File: src/hdl/rfc_consts.vh
// constants of the framing configuration register bank
`ifndef RFC_CONSTS_VH
`define RFC_CONSTS_VH

`define RFC_OFS_GAP_CTRL   8'h31
`define RFC_OFS_GAP_LOW    8'h32
`define RFC_OFS_FRAME_CFG  8'h33
`define RFC_OFS_SOF_DET    8'h34
`define RFC_OFS_RX_CTRL    8'h35
`define RFC_OFS_END_SYM    8'h40

`define RFC_RST_GAP_CTRL   8'hc0
`define RFC_RST_GAP_LOW    8'h00
`define RFC_RST_FRAME_CFG  8'h00
`define RFC_RST_SOF_DET    8'h00
`define RFC_RST_RX_CTRL    8'h00
`define RFC_RST_END_SYM    8'h00

`define RFC_MASK_FRAME_CFG 8'hcf
`define RFC_MASK_SOF_DET   8'h37
`define RFC_MASK_END_SYM   8'h03

`define RFC_BIT_GAP_ORIGIN 7
`define RFC_BIT_GAP_UNIT   6
`define RFC_GAP_HI_MSB     5
`define RFC_GAP_HI_LSB     3
`define RFC_BIT_TX_PAR     7
`define RFC_BIT_RX_PAR     6
`define RFC_END_SEL_MSB    3
`define RFC_END_SEL_LSB    2
`define RFC_BEG_SEL_MSB    1
`define RFC_BEG_SEL_LSB    0
`define RFC_BIT_SOF_IRQ    5
`define RFC_BIT_SOF_SEEN   4
`define RFC_BIT_SUBC_IRQ   2
`define RFC_BIT_SUBC_SEEN  1
`define RFC_BIT_SUBC_NOW   0
`define RFC_BIT_PART_KEEP  7
`define RFC_BIT_CONT       6
`define RFC_BIT_END_FMT    5
`define RFC_RATE_MSB       2

`define RFC_CLK_KHZ        10000
`define RFC_CARRIER_KHZ    13560
`define RFC_CARRIER_PER_UNIT 16
`define RFC_CARRIER_UNIT_CYC ((`RFC_CARRIER_PER_UNIT * `RFC_CLK_KHZ + `RFC_CARRIER_KHZ - 1) / `RFC_CARRIER_KHZ)
`define RFC_HALF_BIT_CYC(kbd) ((`RFC_CLK_KHZ + 2 * (kbd) - 1) / (2 * (kbd)))
`define RFC_RATE_26        26
`define RFC_RATE_52        52
`define RFC_RATE_106       106
`define RFC_RATE_212       212
`define RFC_RATE_424       424
`define RFC_RATE_847       847

`endif

File: src/hdl/rfc_frame_regs.v
// framing configuration and status registers with their framing helpers
`include "rfc_consts.vh"

module rfc_frame_regs (
    input  wire       CLK,               // system clock, 10 MHz
    input  wire       SYS_RST,           // synchronous reset, active high
    input  wire [7:0] ADDR,              // register address
    input  wire [7:0] WDATA,             // write data
    input  wire       WR,                // write strobe
    input  wire       RD,                // read strobe
    output reg  [7:0] RDATA,             // read data, cycle after RD
    input  wire       TX_DONE,           // pulse: end of sent data
    input  wire       RX_DONE,           // pulse: end of received data stream
    output reg        TX_GAP_BUSY,       // transmit must wait while high
    input  wire [7:0] TX_BYTE,           // byte being sent
    input  wire       TX_BYTE_VALID,     // pulse: TX_BYTE is sent
    output reg        TX_PARITY,         // parity bit to append
    output reg        TX_PARITY_VALID,   // pulse: TX_PARITY applies
    output reg        TX_BEGIN_ON,       // a begin symbol is sent
    output reg  [1:0] TX_BEGIN_PATTERN,  // 0..2: pattern zero, one, two
    output reg        TX_END_ON,         // an end symbol is sent
    output reg  [1:0] TX_END_PATTERN,    // 0..2: pattern zero, one, two
    input  wire [7:0] RX_BYTE,           // received byte
    input  wire       RX_BYTE_PARITY,    // received parity bit
    input  wire       RX_BYTE_VALID,     // pulse: RX_BYTE received
    input  wire       RX_BYTE_PARTIAL,   // RX_BYTE is an incomplete last byte
    input  wire       RX_CRC_ON,         // receive CRC checking enabled
    input  wire [7:0] RX_ERROR,          // current error register contents
    output reg  [7:0] FIFO_WDATA,        // byte to the receive FIFO
    output reg        FIFO_WR,           // pulse: write FIFO_WDATA
    output reg        RX_PARITY_ERR,     // pulse: received parity wrong
    output reg        RX_PARITY_CHECK,   // receive parity checking active
    output reg        RX_TERMINATE,      // pulse: receiver stops after frame
    output reg        RX_EOF_TYPE_B,     // Type B end-of-frame expected
    output reg        RX_EOF_CHECK,      // end-of-frame is checked
    output reg  [2:0] RX_RATE,           // receive rate code
    output reg        RX_RATE_VALID,     // rate code not reserved
    input  wire       SOF_PIN,           // asynchronous frame-start detect
    input  wire       SUBC_PIN,          // asynchronous subcarrier detect
    output reg        RX_FRAME_START_IRQ // pulse: frame-start interrupt
);
    // programmable registers
    reg  [7:0] tx_gap_control_reg;
    reg  [7:0] tx_gap_low_reg;
    reg  [7:0] frame_config_reg;
    reg  [7:0] rx_frame_start_detect_reg;
    reg  [7:0] rx_control_reg;
    reg  [7:0] rx_end_symbol_reg;

    // sticky flags and edge history
    reg        sof_seen_reg;
    reg        subc_seen_reg;
    reg        sof_prev_reg;
    reg        subc_prev_reg;

    // pending error byte for continuous receive
    reg        err_pend_reg;
    reg  [7:0] err_copy_reg;

    reg  [7:0] rd_next;
    reg  [31:0] half_bit_full;
    wire [7:0] unit_cyc;
    localparam [31:0] carrier_full = `RFC_CARRIER_UNIT_CYC;

    wire       sof_now;
    wire       subcarrier_now;
    wire       sof_event;
    wire       subc_event;
    wire       gap_busy;
    wire       gap_start;
    wire [10:0] tx_gap_time;
    wire       gap_origin_select;
    wire       gap_unit_select;
    wire [1:0] end_symbol_select;
    wire [1:0] begin_symbol_select;
    wire       rx_partial_byte_keep;
    wire       rx_continuous;
    wire       rx_end_format;
    wire       byte_store;
    wire       wr_sof;

    // pins from the analog receiver arrive unsynchronised
    rfc_sync3 u_sync_sof (
        .clk  (CLK),
        .rst  (SYS_RST),
        .din  (SOF_PIN),
        .dout (sof_now)
    );

    rfc_sync3 u_sync_subc (
        .clk  (CLK),
        .rst  (SYS_RST),
        .din  (SUBC_PIN),
        .dout (subcarrier_now)
    );

    assign sof_event  = sof_now & ~sof_prev_reg;
    assign subc_event = subcarrier_now & ~subc_prev_reg;

    // field views
    assign gap_origin_select    = tx_gap_control_reg[`RFC_BIT_GAP_ORIGIN];
    assign gap_unit_select      = tx_gap_control_reg[`RFC_BIT_GAP_UNIT];
    assign tx_gap_time          = {tx_gap_control_reg[`RFC_GAP_HI_MSB:`RFC_GAP_HI_LSB],
                                   tx_gap_low_reg};
    assign end_symbol_select    = frame_config_reg[`RFC_END_SEL_MSB:`RFC_END_SEL_LSB];
    assign begin_symbol_select  = frame_config_reg[`RFC_BEG_SEL_MSB:`RFC_BEG_SEL_LSB];
    assign rx_partial_byte_keep = rx_control_reg[`RFC_BIT_PART_KEEP];
    assign rx_continuous        = rx_control_reg[`RFC_BIT_CONT];
    assign rx_end_format        = rx_control_reg[`RFC_BIT_END_FMT];
    assign wr_sof               = WR && (ADDR == `RFC_OFS_SOF_DET);

    // gap origin: end of sent data, or end of received data
    assign gap_start = gap_origin_select ? RX_DONE : TX_DONE;

    // half a bit period per rate code, rounded up to whole cycles
    always @* begin
        case (rx_control_reg[`RFC_RATE_MSB:0])
            3'h2:    half_bit_full = `RFC_HALF_BIT_CYC(`RFC_RATE_26);
            3'h3:    half_bit_full = `RFC_HALF_BIT_CYC(`RFC_RATE_52);
            3'h4:    half_bit_full = `RFC_HALF_BIT_CYC(`RFC_RATE_106);
            3'h5:    half_bit_full = `RFC_HALF_BIT_CYC(`RFC_RATE_212);
            3'h6:    half_bit_full = `RFC_HALF_BIT_CYC(`RFC_RATE_424);
            3'h7:    half_bit_full = `RFC_HALF_BIT_CYC(`RFC_RATE_847);
            // reserved rate: fall back to the carrier unit
            default: half_bit_full = `RFC_CARRIER_UNIT_CYC;
        endcase
    end

    // all unit counts fit a byte; the low byte is taken on purpose
    assign unit_cyc = gap_unit_select ? half_bit_full[7:0] : carrier_full[7:0];


    rfc_gap_timer u_gap (
        .clk      (CLK),
        .rst      (SYS_RST),
        .start    (gap_start),
        .gap      (tx_gap_time),
        .unit_cyc (unit_cyc),
        .busy     (gap_busy)
    );

    // incomplete last byte is dropped under CRC unless kept
    assign byte_store = RX_BYTE_VALID &&
                        !(RX_BYTE_PARTIAL && RX_CRC_ON && !rx_partial_byte_keep);

    // register writes
    always @(posedge CLK) begin
        if (SYS_RST) begin
            tx_gap_control_reg <= `RFC_RST_GAP_CTRL;
            tx_gap_low_reg     <= `RFC_RST_GAP_LOW;
            frame_config_reg   <= `RFC_RST_FRAME_CFG;
            rx_frame_start_detect_reg <= `RFC_RST_SOF_DET;
            rx_control_reg     <= `RFC_RST_RX_CTRL;
            rx_end_symbol_reg  <= `RFC_RST_END_SYM;
        end else if (WR) begin
            case (ADDR)
                `RFC_OFS_GAP_CTRL:  tx_gap_control_reg <= WDATA;
                `RFC_OFS_GAP_LOW:   tx_gap_low_reg     <= WDATA;
                `RFC_OFS_FRAME_CFG: frame_config_reg   <= WDATA & `RFC_MASK_FRAME_CFG;
                `RFC_OFS_SOF_DET:   rx_frame_start_detect_reg <= WDATA & `RFC_MASK_SOF_DET;
                `RFC_OFS_RX_CTRL:   rx_control_reg     <= WDATA;
                `RFC_OFS_END_SYM:   rx_end_symbol_reg  <= WDATA & `RFC_MASK_END_SYM;
                default: ;
            endcase
        end
    end

    // sticky detection flags: set beats a software clear in the same cycle
    always @(posedge CLK) begin
        if (SYS_RST) begin
            sof_seen_reg  <= 1'b0;
            subc_seen_reg <= 1'b0;
            sof_prev_reg  <= 1'b0;
            subc_prev_reg <= 1'b0;
        end else begin
            sof_prev_reg  <= sof_now;
            subc_prev_reg <= subcarrier_now;
            if (sof_event) begin
                sof_seen_reg <= 1'b1;
            end else if (wr_sof && !WDATA[`RFC_BIT_SOF_SEEN]) begin
                sof_seen_reg <= 1'b0;
            end
            if (subc_event) begin
                subc_seen_reg <= 1'b1;
            end else if (wr_sof && !WDATA[`RFC_BIT_SUBC_SEEN]) begin
                subc_seen_reg <= 1'b0;
            end
        end
    end

    // read mux; masked bits read zero, unused bits of gap and rx control read back as written
    always @* begin
        case (ADDR)
            `RFC_OFS_GAP_CTRL:  rd_next = tx_gap_control_reg;
            `RFC_OFS_GAP_LOW:   rd_next = tx_gap_low_reg;
            `RFC_OFS_FRAME_CFG: rd_next = frame_config_reg;
            `RFC_OFS_SOF_DET: begin
                rd_next = rx_frame_start_detect_reg & `RFC_MASK_SOF_DET;
                rd_next[`RFC_BIT_SOF_SEEN]  = sof_seen_reg;
                rd_next[`RFC_BIT_SUBC_SEEN] = subc_seen_reg;
                rd_next[`RFC_BIT_SUBC_NOW]  = subcarrier_now;
            end
            `RFC_OFS_RX_CTRL:   rd_next = rx_control_reg;
            `RFC_OFS_END_SYM:   rd_next = rx_end_symbol_reg;
            default:            rd_next = 8'h00;
        endcase
    end

    always @(posedge CLK) begin
        if (SYS_RST) begin
            RDATA <= 8'h00;
        end else begin
            // read data live for one cycle only
            RDATA <= RD ? rd_next : 8'h00;
        end
    end

    // transmit side: gap, parity and symbol selection
    always @(posedge CLK) begin
        if (SYS_RST) begin
            TX_GAP_BUSY      <= 1'b0;
            TX_PARITY        <= 1'b0;
            TX_PARITY_VALID  <= 1'b0;
            TX_BEGIN_ON      <= 1'b0;
            TX_BEGIN_PATTERN <= 2'h0;
            TX_END_ON        <= 1'b0;
            TX_END_PATTERN   <= 2'h0;
        end else begin
            TX_GAP_BUSY     <= gap_busy;
            // odd parity over each sent byte
            TX_PARITY       <= ~(^TX_BYTE);
            TX_PARITY_VALID <= TX_BYTE_VALID && frame_config_reg[`RFC_BIT_TX_PAR];
            TX_BEGIN_ON     <= (begin_symbol_select != 2'h0);
            TX_BEGIN_PATTERN <= (begin_symbol_select == 2'h0) ? 2'h0 : begin_symbol_select - 2'h1;

            TX_END_ON       <= (end_symbol_select != 2'h0);
            TX_END_PATTERN  <= (end_symbol_select == 2'h0) ? 2'h0 : end_symbol_select - 2'h1;
        end
    end

    // receive side: FIFO writes, parity check, end-of-frame options
    always @(posedge CLK) begin
        if (SYS_RST) begin
            FIFO_WDATA      <= 8'h00;
            FIFO_WR         <= 1'b0;
            RX_PARITY_ERR   <= 1'b0;
            RX_PARITY_CHECK <= 1'b0;
            RX_TERMINATE    <= 1'b0;
            RX_EOF_TYPE_B   <= 1'b0;
            RX_EOF_CHECK    <= 1'b0;
            RX_RATE         <= 3'h0;
            RX_RATE_VALID   <= 1'b0;
            err_pend_reg    <= 1'b0;
            err_copy_reg    <= 8'h00;
        end else begin

            RX_PARITY_CHECK <= frame_config_reg[`RFC_BIT_RX_PAR];
            // odd parity: nine bits must xor to one
            RX_PARITY_ERR   <= RX_BYTE_VALID && frame_config_reg[`RFC_BIT_RX_PAR] &&
                               !(^{RX_BYTE, RX_BYTE_PARITY});

            RX_TERMINATE    <= RX_DONE && !rx_continuous;
            RX_EOF_TYPE_B   <= rx_end_format;
            RX_EOF_CHECK    <= rx_end_format || (rx_end_symbol_reg[1:0] != 2'h0);
            RX_RATE         <= rx_control_reg[`RFC_RATE_MSB:0];
            RX_RATE_VALID   <= (rx_control_reg[`RFC_RATE_MSB:0] >= 3'h2);

            FIFO_WR         <= 1'b0;

            if (RX_DONE && rx_continuous) begin
                // error byte is snapped at stream end, written after data
                err_pend_reg <= 1'b1;
                err_copy_reg <= RX_ERROR;
            end

            if (byte_store) begin
                FIFO_WDATA <= RX_BYTE;
                FIFO_WR    <= 1'b1;
            end else if (err_pend_reg) begin
                FIFO_WDATA   <= err_copy_reg;
                FIFO_WR      <= 1'b1;
                if (!(RX_DONE && rx_continuous)) begin
                    err_pend_reg <= 1'b0;
                end
            end
        end
    end

    // either enabled detection event raises the one interrupt
    always @(posedge CLK) begin
        if (SYS_RST) begin
            RX_FRAME_START_IRQ <= 1'b0;
        end else begin
            RX_FRAME_START_IRQ <=
                (sof_event && rx_frame_start_detect_reg[`RFC_BIT_SOF_IRQ]) ||
                (subc_event && rx_frame_start_detect_reg[`RFC_BIT_SUBC_IRQ]);
        end
    end
endmodule // rfc_frame_regs

File: src/hdl/rfc_sync3.v
// three-stage synchroniser for one asynchronous level
module rfc_sync3 (
    input  wire clk,     // system clock
    input  wire rst,     // synchronous reset, active high
    input  wire din,     // asynchronous level
    output reg  dout     // filtered level
);
    reg s1_reg;
    reg s2_reg;
    reg s3_reg;

    always @(posedge clk) begin
        if (rst) begin
            s1_reg <= 1'b0;
            s2_reg <= 1'b0;
            s3_reg <= 1'b0;
            dout   <= 1'b0;
        end else begin
            s1_reg <= din;
            s2_reg <= s1_reg;
            s3_reg <= s2_reg;
            // only take a value once stages two and three agree
            if (s2_reg == s3_reg) begin
                dout <= s3_reg;
            end
        end
    end
endmodule // rfc_sync3

File: src/hdl/rfc_gap_timer.v
// minimum-gap timer: counts gap units of a programmable cycle length
module rfc_gap_timer (
    input  wire        clk,       // system clock
    input  wire        rst,       // synchronous reset, active high
    input  wire        start,     // one-cycle start pulse
    input  wire [10:0] gap,       // gap length in units
    input  wire [7:0]  unit_cyc,  // clock cycles per unit
    output reg         busy       // high while the gap runs
);
    reg [10:0] unit_left_reg;
    reg [7:0]  pre_reg;

    always @(posedge clk) begin
        if (rst) begin
            busy          <= 1'b0;
            unit_left_reg <= 11'h000;
            pre_reg       <= 8'h00;
        end else if (start) begin
            // a new start restarts the gap; a zero gap never blocks
            busy          <= (gap != 11'h000);
            unit_left_reg <= gap;
            pre_reg       <= unit_cyc - 8'h01;
        end else if (busy) begin
            if (pre_reg != 8'h00) begin
                pre_reg <= pre_reg - 8'h01;
            end else begin
                pre_reg       <= unit_cyc - 8'h01;
                unit_left_reg <= unit_left_reg - 11'h001;
                if (unit_left_reg == 11'h001) begin
                    busy <= 1'b0;
                end
            end
        end
    end
endmodule // rfc_gap_timer

File: config.mk
export PLATFORM = sky130hd
export DESIGN_NAME = rfc_frame_regs
export DESIGN_NICKNAME = d
export VERILOG_FILES = /design/src/hdl/rfc_frame_regs.v /design/src/hdl/rfc_sync3.v /design/src/hdl/rfc_gap_timer.v
export VERILOG_INCLUDE_DIRS = /design/src /design/src/hdl
export SDC_FILE = /design/constraint.sdc
export NUM_CORES = 1
export LEC_CHECK = 0
export ABC_AREA = 1
export BUFFER_PORTS_ARGS = -buffer_cell sky130_fd_sc_hd__buf_2
export CORE_ASPECT_RATIO = 1.1
export CORE_MARGIN = 2
export CORE_UTILIZATION = 35
export DETAILED_ROUTE_END_ITERATION = 6
export GPL_ROUTABILITY_DRIVEN = 0
export PLACE_DENSITY_LB_ADDON = 0.1
export SLEW_MARGIN = 20
export SYNTH_ARGS = -nofsm -noshare
export SYNTH_HDL_FRONTEND = slang
export SYNTH_SLANG_ARGS = --single-unit
export TNS_END_PERCENT = 30
File: constraint.sdc
create_clock -name CLK -period 3.1 [get_ports CLK]
set_clock_uncertainty 0.2 [all_clocks]
set_input_delay 0.31 -clock CLK [delete_from_list [all_inputs] [get_ports CLK]]
set_output_delay 0.31 -clock CLK [all_outputs]
set_load 0.02 [all_outputs]
; Yosys cells after proc, flatten, opt, wreduce, memory -nomap -nowiden
; Cells that the tools add are included.
[word_totals]
inputBits = 53
wordCells = 138
register_bits = 114
output_inout_bits = 36
[op_classes]
mux = 26
bitwise = 6
add_sub_neg = 5
n_reduce_logical = 44
n_eq_ne = 15
order_cmp = 1
[op_table]
columns = operator, n
row1 = $mux W8, 6
row2 = $pmux W8 S6, 1
row3 = $eq A8 B6 Y1 const B, 5
row4 = $pmux W8 S5, 1
row5 = $mux W11, 3
row6 = $sub A8 B1 Y8 const B, 2
row7 = $mux W1, 15
row8 = $reduce_and A2 Y1, 7
row9 = $reduce_bool A2 Y1, 7
row10 = $logic_and A1 B1 Y1, 13
row11 = $eq A11 B1 Y1 const B, 1
row12 = $reduce_bool A11 Y1, 1
row13 = $sub A11 B1 Y11 const B, 1
row14 = $eq A3 B3 Y1 const B, 3
row15 = $reduce_xor A9 Y1, 1
row16 = $eq A8 B7 Y1 const B, 1
row17 = $reduce_bool A8 Y1, 1
row18 = $reduce_xor A8 Y1, 1
row19 = $eq A3 B2 Y1 const B, 2
row20 = $logic_not A1 Y1, 6
row21 = $reduce_or A2 Y1, 3
row22 = $logic_not A2 Y1, 2
row23 = $not A1 Y1, 4
row24 = $sub A2 B1 Y2 const B, 2
row25 = 5 further kinds, 8

; Longest topological paths before layout
; Gate-level depths: netlist of run 1.
[logic_depth]
ltp_word = 7
depth_mapped = 10
ltp_nobuf = 10

; Hierarchy
; A second synthesis of run 1 with hierarchy kept.
[hier_totals]
cells_unflattened = 781
area_unflattened_um2 = 5432.7
[modules_own_cells]
columns = module, instances, area_each_um2, seq_area_each_um2, cells_per_inst
row1 = rfc_frame_regs, 1, 3629.7, 1661.6, 502
row2 = rfc_gap_timer, 1, 1560.2, 400.4, 253
row3 = rfc_sync3, 2, 121.4, 80.1, 13

; Worst setup path before layout of run 1
; Ideal clock, no wire load.
[synth_timing]
kind = register to register
start = reg rx_control_reg[1]
end = reg u_gap.pre_reg[6]
arrival_ns = 1.464
setup_slack_ns = 1.366
required_ns = 2.830
stages_incl_launch_ff = 10
setup_ns = 0.070
synth_period_minus_slack_ns = 1.734
n_path_buf = 0
cell_sequence = dfxtp_1 -> inv_1 -> nor3_1 -> inv_1 -> ha_1 -> inv_1 -> o21ai_0 -> o21ai_0 -> nand2_1 -> a21oi_1
[synth_between]
elab_chain_cells = 7
elab_cells_between_ends = 11
classes_between = add/sub (1) / eq/ne (5) / mux (5)
[synth_rtl]
columns = element, line
row1 = start: declaration, rfc_frame_regs.v:47  ; reg [7:0] rx_control_reg;
row2 = start signal: assignment, rfc_frame_regs.v:153  ; rx_control_reg <= `RFC_RST_RX_CTRL;
row3 = $eq A3 B3 Y1 or $eq A3 B2 Y1 (tied branches), rfc_frame_regs.v:117  ; case (rx_control_reg[`RFC_RATE_MSB:0])
row4 = $pmux W8 S5 *, rfc_frame_regs.v:117
row5 = $mux W8 *, rfc_frame_regs.v:130  ; assign unit_cyc = gap_unit_select ? half_bit_full[7:0] : carrier_full[7:0];
row6 = $sub A8 B1 Y8 *, "rfc_gap_timer.v:22, rfc_gap_timer.v:27"
row7 = $mux W8, rfc_gap_timer.v:24  ; if (pre_reg != 8'h00) begin
row8 = $mux W8, rfc_gap_timer.v:23  ; end else if (busy) begin
row9 = $mux W8 *, rfc_gap_timer.v:18  ; end else if (start) begin
row10 = end signal: assignment, rfc_gap_timer.v:22  ; pre_reg <= unit_cyc - 8'h01;
row11 = end signal: assignment, rfc_gap_timer.v:25  ; pre_reg <= pre_reg - 8'h01;
row12 = end signal: assignment, rfc_gap_timer.v:27  ; pre_reg <= unit_cyc - 8'h01;
row13 = end: declaration, rfc_gap_timer.v:11  ; reg [7:0] pre_reg;
; Every way passes the cells marked *; elsewhere a longest branch is shown, timed or not. The select of a mux whose other input is x is not followed.
; A chain may end at the register's enable or synchronous reset.

; Worst setup path after layout of run 1
[layout_timing]
start = in RX_DONE
end = reg u_gap.pre_reg[7]
[layout_between]
elab_chain_cells = 2
elab_cells_between_ends = 3
classes_between = mux (2) / reduce/logical (1)
[layout_rtl]
columns = element, line
row1 = start: declaration, rfc_frame_regs.v:13  ; input wire RX_DONE,
row2 = $mux W1 *, rfc_frame_regs.v:113  ; assign gap_start = gap_origin_select ? RX_DONE : TX_DONE;
row3 = $mux W8 or $reduce_bool A2 Y1 (tied branches), -
; Every way passes the cells marked *; elsewhere a longest branch is shown, timed or not.

==> results.toml, run 1 <==
[min_path]
hp-start = "RX_ERROR[5]"
hp-class = "in2reg"

[cells_and_area]
layout-drive-gt1-share_pct = 16.9
syn_to_final_growth_pct = 19.7
n_antenna_cell = 0
fin_area_sq_mm = 0.00612
nNetsFinal = 859
final_cell_mix = "nand2_1, dfxtp_1, nor2_1"
largest_reg_flops = 11
layout_commonest_cell = "nand2_1"

[sta]
fin_ws_ns = 1.06
tns_ns = 0
rsz0062_at_grt = "no"
finalWorstPathRequiredPeriod_ns = 2.04
slew_headroom_pct = 62.4
period_share_pct = 65.7
holdWs_ns = 0.0107
timing_worst_slew_pin_value_ns = 0.560
final_hold_viol_count = 0
fmax_mhz = 491
final_max_slew_viol_count = 0
setup_viol = 0

[yosys]
synth_top_area_cell = "dfxtp_1"
synth_ff_type = "dfxtp_1"
ys_seq_area_share_pct = 43.4
yosys_warnings = 0
syn_area_sq_mm = 0.00511
synth.avg_cell_area_sq_um = 7.23
synth_edf_count = 0
netlist.area_leader.share_pct = 43.4
syn_nets = 767
yosys-top-cells-area = "dfxtp_1, nand2_1, nor2_1, o21ai_0, a21oi_1"
netlist_instances = 707
ys_async_sr_fraction_pct = 0
synth_cell_types = 35
ys_ff_latch = 111

[cts]
cts_num_sinks = 111
cts_tree = "built"
cts_buffers = 9
cts_resized = 0
cts_max_level = 3
cts_root_buf = "clkbuf_16"
cts_setup_buffers = 0
path_clk_slew_ns = 0.08
clockBufferDepth = 2
worstSkewPairLatency_ns = 0.36
ctsHoldBuffers = 11

[detailed_routing]
route.detailed.drc = 0
drtIter0Drc = 269
wire_per_inst_um = 13.5
ant_nets = 0
routed_wirelength_um = 13400
detailroute.via_count = 4767
via_per_inst = 4.79
drt_pass1_iterations = 4

[floorplanning]
num_rows = 46
die-area_sq_mm = 0.0156
ios = 89
core_sq_mm = 0.0143
die_width_um = 119
fp.dieH_um = 131
initial_core_util_pct = 35.7

[grt]
grt_pass1_vias = 4403
grt_max_degree = 50
grt_usage_pct = 17.6
antenna_found_initial = 0
grt_pass1_wl_um = 21800
top_usage_layer = "met2"
grt-ovfl-total = 0
met1_usage_pct = 22.4
use_met3_pct = 3.73
gr-usage-met2_pct = 29.5

[setup_path]
worst-setup-path-type = "in2reg"
critPathRequiredTime_ns = 3.13
r2r-start = "rx_control_reg[1]$_SDFFE_PP0P_"
end_kind = "flop"
cp_max_fo = 18
worstSetupStartpoint = "RX_DONE"
start_kind = "primary input"
cp.arrival_ns = 2.07

[pwr]
power_density_mw_per_mm2 = 514
power.leakage_nw = 2.59
vdd.ir_drop.worst_uv = 278

[place]
hpwlAfterDp_um = 9850
place_area_sq_mm = 0.00571
post-place-ws_ns = 1.12
place.port_buffers = 88

[run_status]
status = "completed"

[job]
maxCapViolations = 0
through the flow:
stage | total power [mW] | instances | utilization, %
detailed placement | 1.97 | 969 | 39.8
global route | 3.29 | 996 | 42.7
CTS | 3.18 | 996 | 42.7
floorplan | 1.84 | 707 | -
global placement | 1.97 | 969 | 39.8
finish | 3.14 | 996 | 42.7
cell families (layout without fill, tap and decap cells):
group	after synthesis	after routing	share of synthesized area, %
adders and majority gates	7	7	1.71
AOI/OAI and AO/OA	146	146	15.1
DFF	111	111	43.4
xor gates and xnor gates	17	17	2.91
buffers and inverters	102	199	8.15
and+or+nand+nor	323	323	28.5
muxes	1	1	0.220
cell type report:
cell class | instances | area [sq um]
fill | 1475 | 8210
multi-input combinational | 494 | 2480
sequential | 111 | 2220
clock buffer | 10 | 229
clock inverter | 6 | 76.3
tap | 192 | 240
inverter | 81 | 304
timing repair buffer | 102 | 573
per-layer routing:
layer | wire, um | part of all wire (%) | vias up
met4 | 210 | 1.6 | 0
met2 | 6330 | 47 | 114
met1 | 6320 | 47 | 2168
met5 | 0 | 0 | -
li1 | - | - | 2469
met3 | 591 | 4.4 | 16
critical path, cell delays in order:
cell and delay, ns:
dlygate4sd3_1 0.53, buf_2 0.13, nand2_1 0.10, nand2_4 0.16, inv_2 0.25, o21ai_4 0.13
nand2_2 0.18, o21ai_0 0.11, nor2_1 0.11, nor2_1 0.04
power breakdown:
group	switching [mW]	leakage (nW)	internal, mW
Clock	0.557	0.150	0.642
Sequential	0.0282	0.901	1.47
Combinational	0.285	1.54	0.166
Total	0.870	2.59	2.27
final timing paths:
kind                              endpoint  slack (ns)  cells past startpoint
min           err_copy_reg[5]$_SDFFE_PP0P_        0.01                      3
max          u_gap.pre_reg[7]$_SDFFE_PP0P_        1.06                     10
min reg2reg   u_sync_sof.s2_reg$_SDFF_PP0_        0.21                      2
max reg2reg  u_gap.pre_reg[6]$_SDFFE_PP0P_        1.08                      9
synthesized netlist by cell type (2+ instances only):
cell type,n
dfxtp_1,111
buf_1,4
o21ai_2,2
a31oi_1,9
inv_2,5
nor2_2,2
nand3_1,39
a21oi_1,60
nand3b_1,9
nand2_4,2
xnor2_1,11
buf_2,6
nand2_1,134
o21ai_1,2
nor2_4,9
o211ai_1,2
inv_1,76
nand2_2,5
o21ai_0,68
buf_6,3
xor2_1,6
clkbuf_1,7
nor4_1,3
nor2_1,104
nand4_1,5
ha_1,7
nor3_1,8
Power figures use the tool's default switching activity.
==> inputs of run 2 (changes only) <==
==> constraint.sdc (replaced) <==
create_clock -name CLK -period 1.65 [get_ports CLK]
set_clock_uncertainty 0.2 [all_clocks]
set_input_delay 0.165 -clock CLK [delete_from_list [all_inputs] [get_ports CLK]]
set_output_delay 0.165 -clock CLK [all_outputs]
set_load 0.02 [all_outputs]
==> run 2 against run 1 <==
Effect of this change:
- final area grew 9.8%
- global-route usage grew 1.3 points
- first-iteration DRC count grew 10%
- final cell count grew 5.9%
- utilization grew 4.2 points
- power grew 94%
- hold slack lost 0.0064 ns
- setup slack lost 1.0 ns
- register-to-register slack lost 1.1 ns
- sequential cell count is the same
- clock power grew 88%
- critical path depth is the same
- highest routed layer unchanged
==> results.toml, run 2 (synthesized netlist as in run 1, its figures left out) <==
[floorplanning]
ios = 89
die-area_sq_mm = 0.0156
die_width_um = 119
initial_core_util_pct = 35.7
core_sq_mm = 0.0143
num_rows = 46
fp.dieH_um = 131

[setup_path]
critPathRequiredTime_ns = 1.69
worst-path-buf-inv = 2
cp_max_fo = 7
end_kind = "flop"
cp_slowest_stage_delay_ns = 0.33
worst-setup-path-type = "reg2reg"
cp_cell_sequence = "inv_2, ha_4, nand2_4, nor2_4, nor2_4, buf_6, nor2_4, nand2_1, nand2_1, a21oi_2"
cp_slowest_cell = "dfxtp_2"
reg2regPathDepth = 10
cp_common_cell = "nor2_4"
cp_top_family = "simple AND/OR/NAND/NOR gates"
crit_cells = 10
cp.arrival_ns = 1.67
start_kind = "flop"

[pwr]
intPower_mw = 4.39
p_sw_share_pct = 27.9
power_mw = 6.09
vdd.ir_drop.worst_uv = 431
p_switching_mw = 1.70
power.leakage_nw = 2.88
power_density_mw_per_mm2 = 905
p_clk_share_pct = 37.2
p_seq_share_pct = 46.0
p_comb_share_pct = 16.8

[cells_and_area]
fill_cells = 1455
seq_area_sq_mm = 0.00223
syn_to_final_growth_pct = 31.4
layout-drive-gt1-share_pct = 23.2
multiInputGateArea_sq_mm = 0.00256
n_antenna_cell = 0
layout_commonest_cell = "nand2_1"
largest_reg_flops = 11
nNetsFinal = 918
final_util_pct = 46.9
final_cell_mix = "nand2_1, dfxtp_1, nor2_1"

[sta]
finalWorstPathRequiredPeriod_ns = 1.63
rsz0062_at_grt = "yes"
final_hold_viol_count = 0
final_max_slew_viol_count = 0
slew_headroom_pct = 65.0
timing_worst_slew_pin_value_ns = 0.520
holdWs_ns = 0.00427
setup_viol = 0
fmax_mhz = 615
period_share_pct = 98.6

[detailed_routing]
drt_pass1_iterations = 5
ant_nets = 0
wire_per_inst_um = 13.4
via_per_inst = 4.70
route.detailed.drc = 0
drtIter0Drc = 296
routed_wirelength_um = 14200
detailroute.via_count = 4962

[place]
place.port_buffers = 88
hpwlAfterDp_um = 10400

[cts]
cts_tree = "built"
worstSkewPairLatency_ns = 0.36
clockBufferDepth = 2
cts_buffers = 9
cts_root_buf = "clkbuf_16"
cts_num_sinks = 111
path_clk_slew_ns = 0.07
cts_max_level = 3

[grt]
grt_max_degree = 53
grt_usage_pct = 18.9
antenna_found_initial = 0
grt-ovfl-total = 0
grt_pass1_vias = 4747
grt_pass1_wl_um = 23300

[job]
maxCapViolations = 0

[run_status]
status = "completed"

[min_path]
whs_path_depth = 3
hp-class = "in2reg"
## run 2: layer usage
metal  wire (um)  vias up  track usage (%)
met5           0        -                0
met1        6680     2259             24.2
met3         456       16             2.69
met2        6740       97             32.3
met4         277        0             7.70
li1            -     2590                -
## run 2: path summary, 6_finish.rpt
kind | start | to | slack, ns
worst max-delay path | u_gap.pre_reg[0]$_SDFFE_PP0P_ | u_gap.unit_left_reg[6]$_SDFFE_PP0P_ | 0.02
worst min-delay path | WR | tx_gap_control_reg[1]$_SDFFE_PP0P_ | 0.004
worst max register to register | u_gap.pre_reg[0]$_SDFFE_PP0P_ | u_gap.unit_left_reg[6]$_SDFFE_PP0P_ | 0.02
worst min register to register | u_sync_subc.s1_reg$_SDFF_PP0_ | u_sync_subc.s2_reg$_SDFF_PP0_ | 0.20
## run 2: power by group through the flow
stage / Clock (mW) / Sequential, mW / Combinational, mW
final: 2.26 / 2.80 / 1.02
after global routing: 2.42 / 2.81 / 1.14
after CTS: 2.32 / 2.80 / 0.993
after detailed placement: 0 / 2.86 / 0.899
after global placement: 0 / 2.86 / 0.893
after floorplan: 0 / 2.88 / 0.565
## run 2: area by class of cell
type	instances	share of cell area, %
multi-input combinational	495	38.1
clock buffer	9	3.35
clock inverter	7	1.19
timing repair buffer	160	16.1
inverter	81	4.52
sequential	111	33.2
tap	192	3.57
## run 2: stage by stage
stage / cells / TNS [ns] / cell area, sq um / worst slack [ns]
5_1_grt: 1055 / -0.238 / 6720 / -0.0633
4_1_cts: 1054 / 0 / 6650 / 0.0000340
6_report: 1055 / 0 / 6720 / 0.0232
3_5_place_dp: 1003 / -0.267 / 5990 / -0.0684
2_1_floorplan: 707 / 0 / 5120 / 0.00774
3_3_place_gp: 1003 / -0.0160 / 5990 / -0.0110
## run 2: timing repair
item                       4_1_cts  5_1_grt
hold buffers                    31        0
setup buffers                    3        2
pin swaps                        5       14
gates resized for setup         11       24
cloned                           1        0
setup endpoints to repair       10       17
hold endpoints to repair        56        0
## run 2: worst reg2reg max path, delay by kind of cell, from the launching register on
family	cells	cell delay (ns)
AOI/OAI and AO/OA	1	0.05
adders and majority gates	1	0.14
buffers and inverters	2	0.19
DFF	1	0.33
and+or+nand+nor	6	0.63
==> inputs of run 3 (changes only) <==
--- a/config.mk
+++ b/config.mk
@@ -7,11 +7,11 @@
 export NUM_CORES = 1
 export LEC_CHECK = 0
 export ABC_AREA = 1
-export BUFFER_PORTS_ARGS = -buffer_cell sky130_fd_sc_hd__buf_2
 export CORE_ASPECT_RATIO = 1.1
 export CORE_MARGIN = 2
 export CORE_UTILIZATION = 35
 export DETAILED_ROUTE_END_ITERATION = 6
+export DONT_BUFFER_PORTS = 1
 export GPL_ROUTABILITY_DRIVEN = 0
 export PLACE_DENSITY_LB_ADDON = 0.1
 export SLEW_MARGIN = 20
==> run 3 against run 2 <==
Effect of this change:
- the run now ends with negative hold slack left
- clock power is 5% lower
- sequential share of layout area rose by 0.33 points
- routed wire length is 5.1% higher
- sequential power hardly changed
- critical path depth is 3 lower
- via count shrank 2.7%
- sequential cell count is the same
- global-route usage rose by 0.26 points
- highest routed layer unchanged
==> results.toml, run 3 (synthesized netlist as in run 1, its figures left out) <==
[run_status]
failed_checks = "negative hold slack"
status = "complete, but fails checks"

[grt]
grt_usage_pct = 19.2
grt-ovfl-total = 0
grt_pass1_vias = 4631
grt_max_degree = 28
antenna_found_initial = 0
grt_pass1_wl_um = 23500

[cts]
cts_buffers = 9
cts_num_sinks = 111
path_clk_slew_ns = 0.08
clockBufferDepth = 2
worstSkewPairLatency_ns = 0.36
cts_root_buf = "clkbuf_16"
cts_max_level = 3
cts_tree = "built"

[sta]
holdWs_ns = -0.0137
slew_headroom_pct = 77.4
rsz0062_at_grt = "yes"
fmax_mhz = 615
setup_viol = 0
final_max_slew_viol_count = 0
timing_worst_slew_pin_value_ns = 0.338
final_hold_viol_count = 3
period_share_pct = 98.5
tns_ns = 0
fin_ws_ns = 0.0244
finalWorstPathRequiredPeriod_ns = 1.63

[job]
maxCapViolations = 0

[detailed_routing]
via_per_inst = 4.82
drtIter0Drc = 298
routed_wirelength_um = 14900
route.detailed.drc = 0
ant_nets = 0
detailroute.via_count = 4830
drt_pass1_iterations = 4
wire_per_inst_um = 14.8

[floorplanning]
fp.dieH_um = 131
num_rows = 46
die_width_um = 119
die-area_sq_mm = 0.0156
ios = 89
initial_core_util_pct = 35.7
core_sq_mm = 0.0143

[setup_path]
worst-setup-path-type = "reg2reg"
end_kind = "flop"
cp_top_family = "simple AND/OR/NAND/NOR gates"
cp_slowest_stage_delay_ns = 0.33
start_kind = "flop"
critPathRequiredTime_ns = 1.74
cp.arrival_ns = 1.71
cp_max_fo = 5
cp_slowest_cell = "dfxtp_1"
worst-path-buf-inv = 0
cp_cell_sequence = "nor2_1, nand2_2, o21ai_4, nand2_2, nor2_1, nand2_1, a21oi_1"

[place]
hpwlAfterDp_um = 10200
post-place-ws_ns = -0.0532
place_area_sq_mm = 0.00552
place.port_buffers = 0

[cells_and_area]
fin_area_sq_mm = 0.00666
layout-drive-gt1-share_pct = 14.4
n_antenna_cell = 0
largest_reg_flops = 11
nNetsFinal = 865
layout_commonest_cell = "nand2_1"
multiInputGateArea_sq_mm = 0.00258
seq_area_sq_mm = 0.00223
final_cell_mix = "nand2_1, dfxtp_1, nor2_1"
syn_to_final_growth_pct = 30.2
final_util_pct = 46.5
fill_cells = 1458

[pwr]
power.leakage_nw = 2.70
power_density_mw_per_mm2 = 883
vdd.ir_drop.worst_uv = 644

[min_path]
hp-class = "in2reg"
-- run 3: changes by cell type in the layout (fill, tap and decap cells not counted), sizes merged --
cell / before / now
buf: 130 / 42
dlygate4sd3: 30 / 63
dlymetal6s4s: 0 / 2
bufinv: 1 / 0
clkbuf: 9 / 10
clkinv: 3 / 2
clkinvlp: 1 / 2
nand2: 141 / 142
nor2: 116 / 115
-- run 3: layout make-up --
cell class	count	share of cell area (%)
Timing Repair Buffer	107	15.2
Inverter	81	4.60
Multi-Input combinational cell	495	38.7
Clock inverter	6	0.789
Sequential cell	111	33.5
Tap cell	192	3.61
Clock buffer	10	3.59
-- run 3: path summary, 6_finish.rpt --
check,start,endpoint,slack (ns),cells after the start
setup / recovery,u_gap.pre_reg[4]$_SDFFE_PP0P_,u_gap.unit_left_reg[10]$_SDFFE_PP0P_,0.02,7
hold / removal,ADDR[0],frame_config_reg[6]$_SDFFE_PP0P_,-0.01,4
setup reg to reg,u_gap.pre_reg[4]$_SDFFE_PP0P_,u_gap.unit_left_reg[10]$_SDFFE_PP0P_,0.02,7
hold reg to reg,rx_control_reg[3]$_SDFFE_PP0P_,rx_control_reg[3]$_SDFFE_PP0P_,0.25,2
-- run 3: power by group --
group / internal, mW / total (mW) / switching (mW)
Clock: 1.09 / 2.14 / 1.06
Combinational: 0.396 / 0.907 / 0.511
Sequential: 2.75 / 2.83 / 0.0782
Total: 4.24 / 5.88 / 1.64
-- run 3: through the flow --
stage	instances	hold WS (ns)	power (mW)
after global placement	913	0.0423	3.61
after detailed placement	913	0.0404	3.61
after CTS	995	0.00102	5.91
after floorplan	707	0.0720	3.45
after global routing	1002	0.0181	6.16
final	1002	-0.0137	5.88
-- run 3: metal layers --
metal  global-route usage, %  up-vias  part of all wire (%)
met2                    32.5       88                    48
met1                    24.6     2228                    46
met5                       0        -                     0
met4                    6.37        0                   2.1
li1                        -     2492                     -
met3                    3.78       22                   3.8
-- run 3: worst register-to-register path: cells and delay by family (launching register included) --
kind	cells	cell delay (ns)
simple gates	5	0.61
flops	1	0.33
compound gates	2	0.43
-- run 3: repair_timing --
item	4_1_cts	5_1_grt
hold buffers	65	1
setup buffers	1	6
resized for setup	5	37
cloned	0	1
hold endpoints to repair	102	5
pin swaps	3	12
endpoints found under the setup margin	11	53
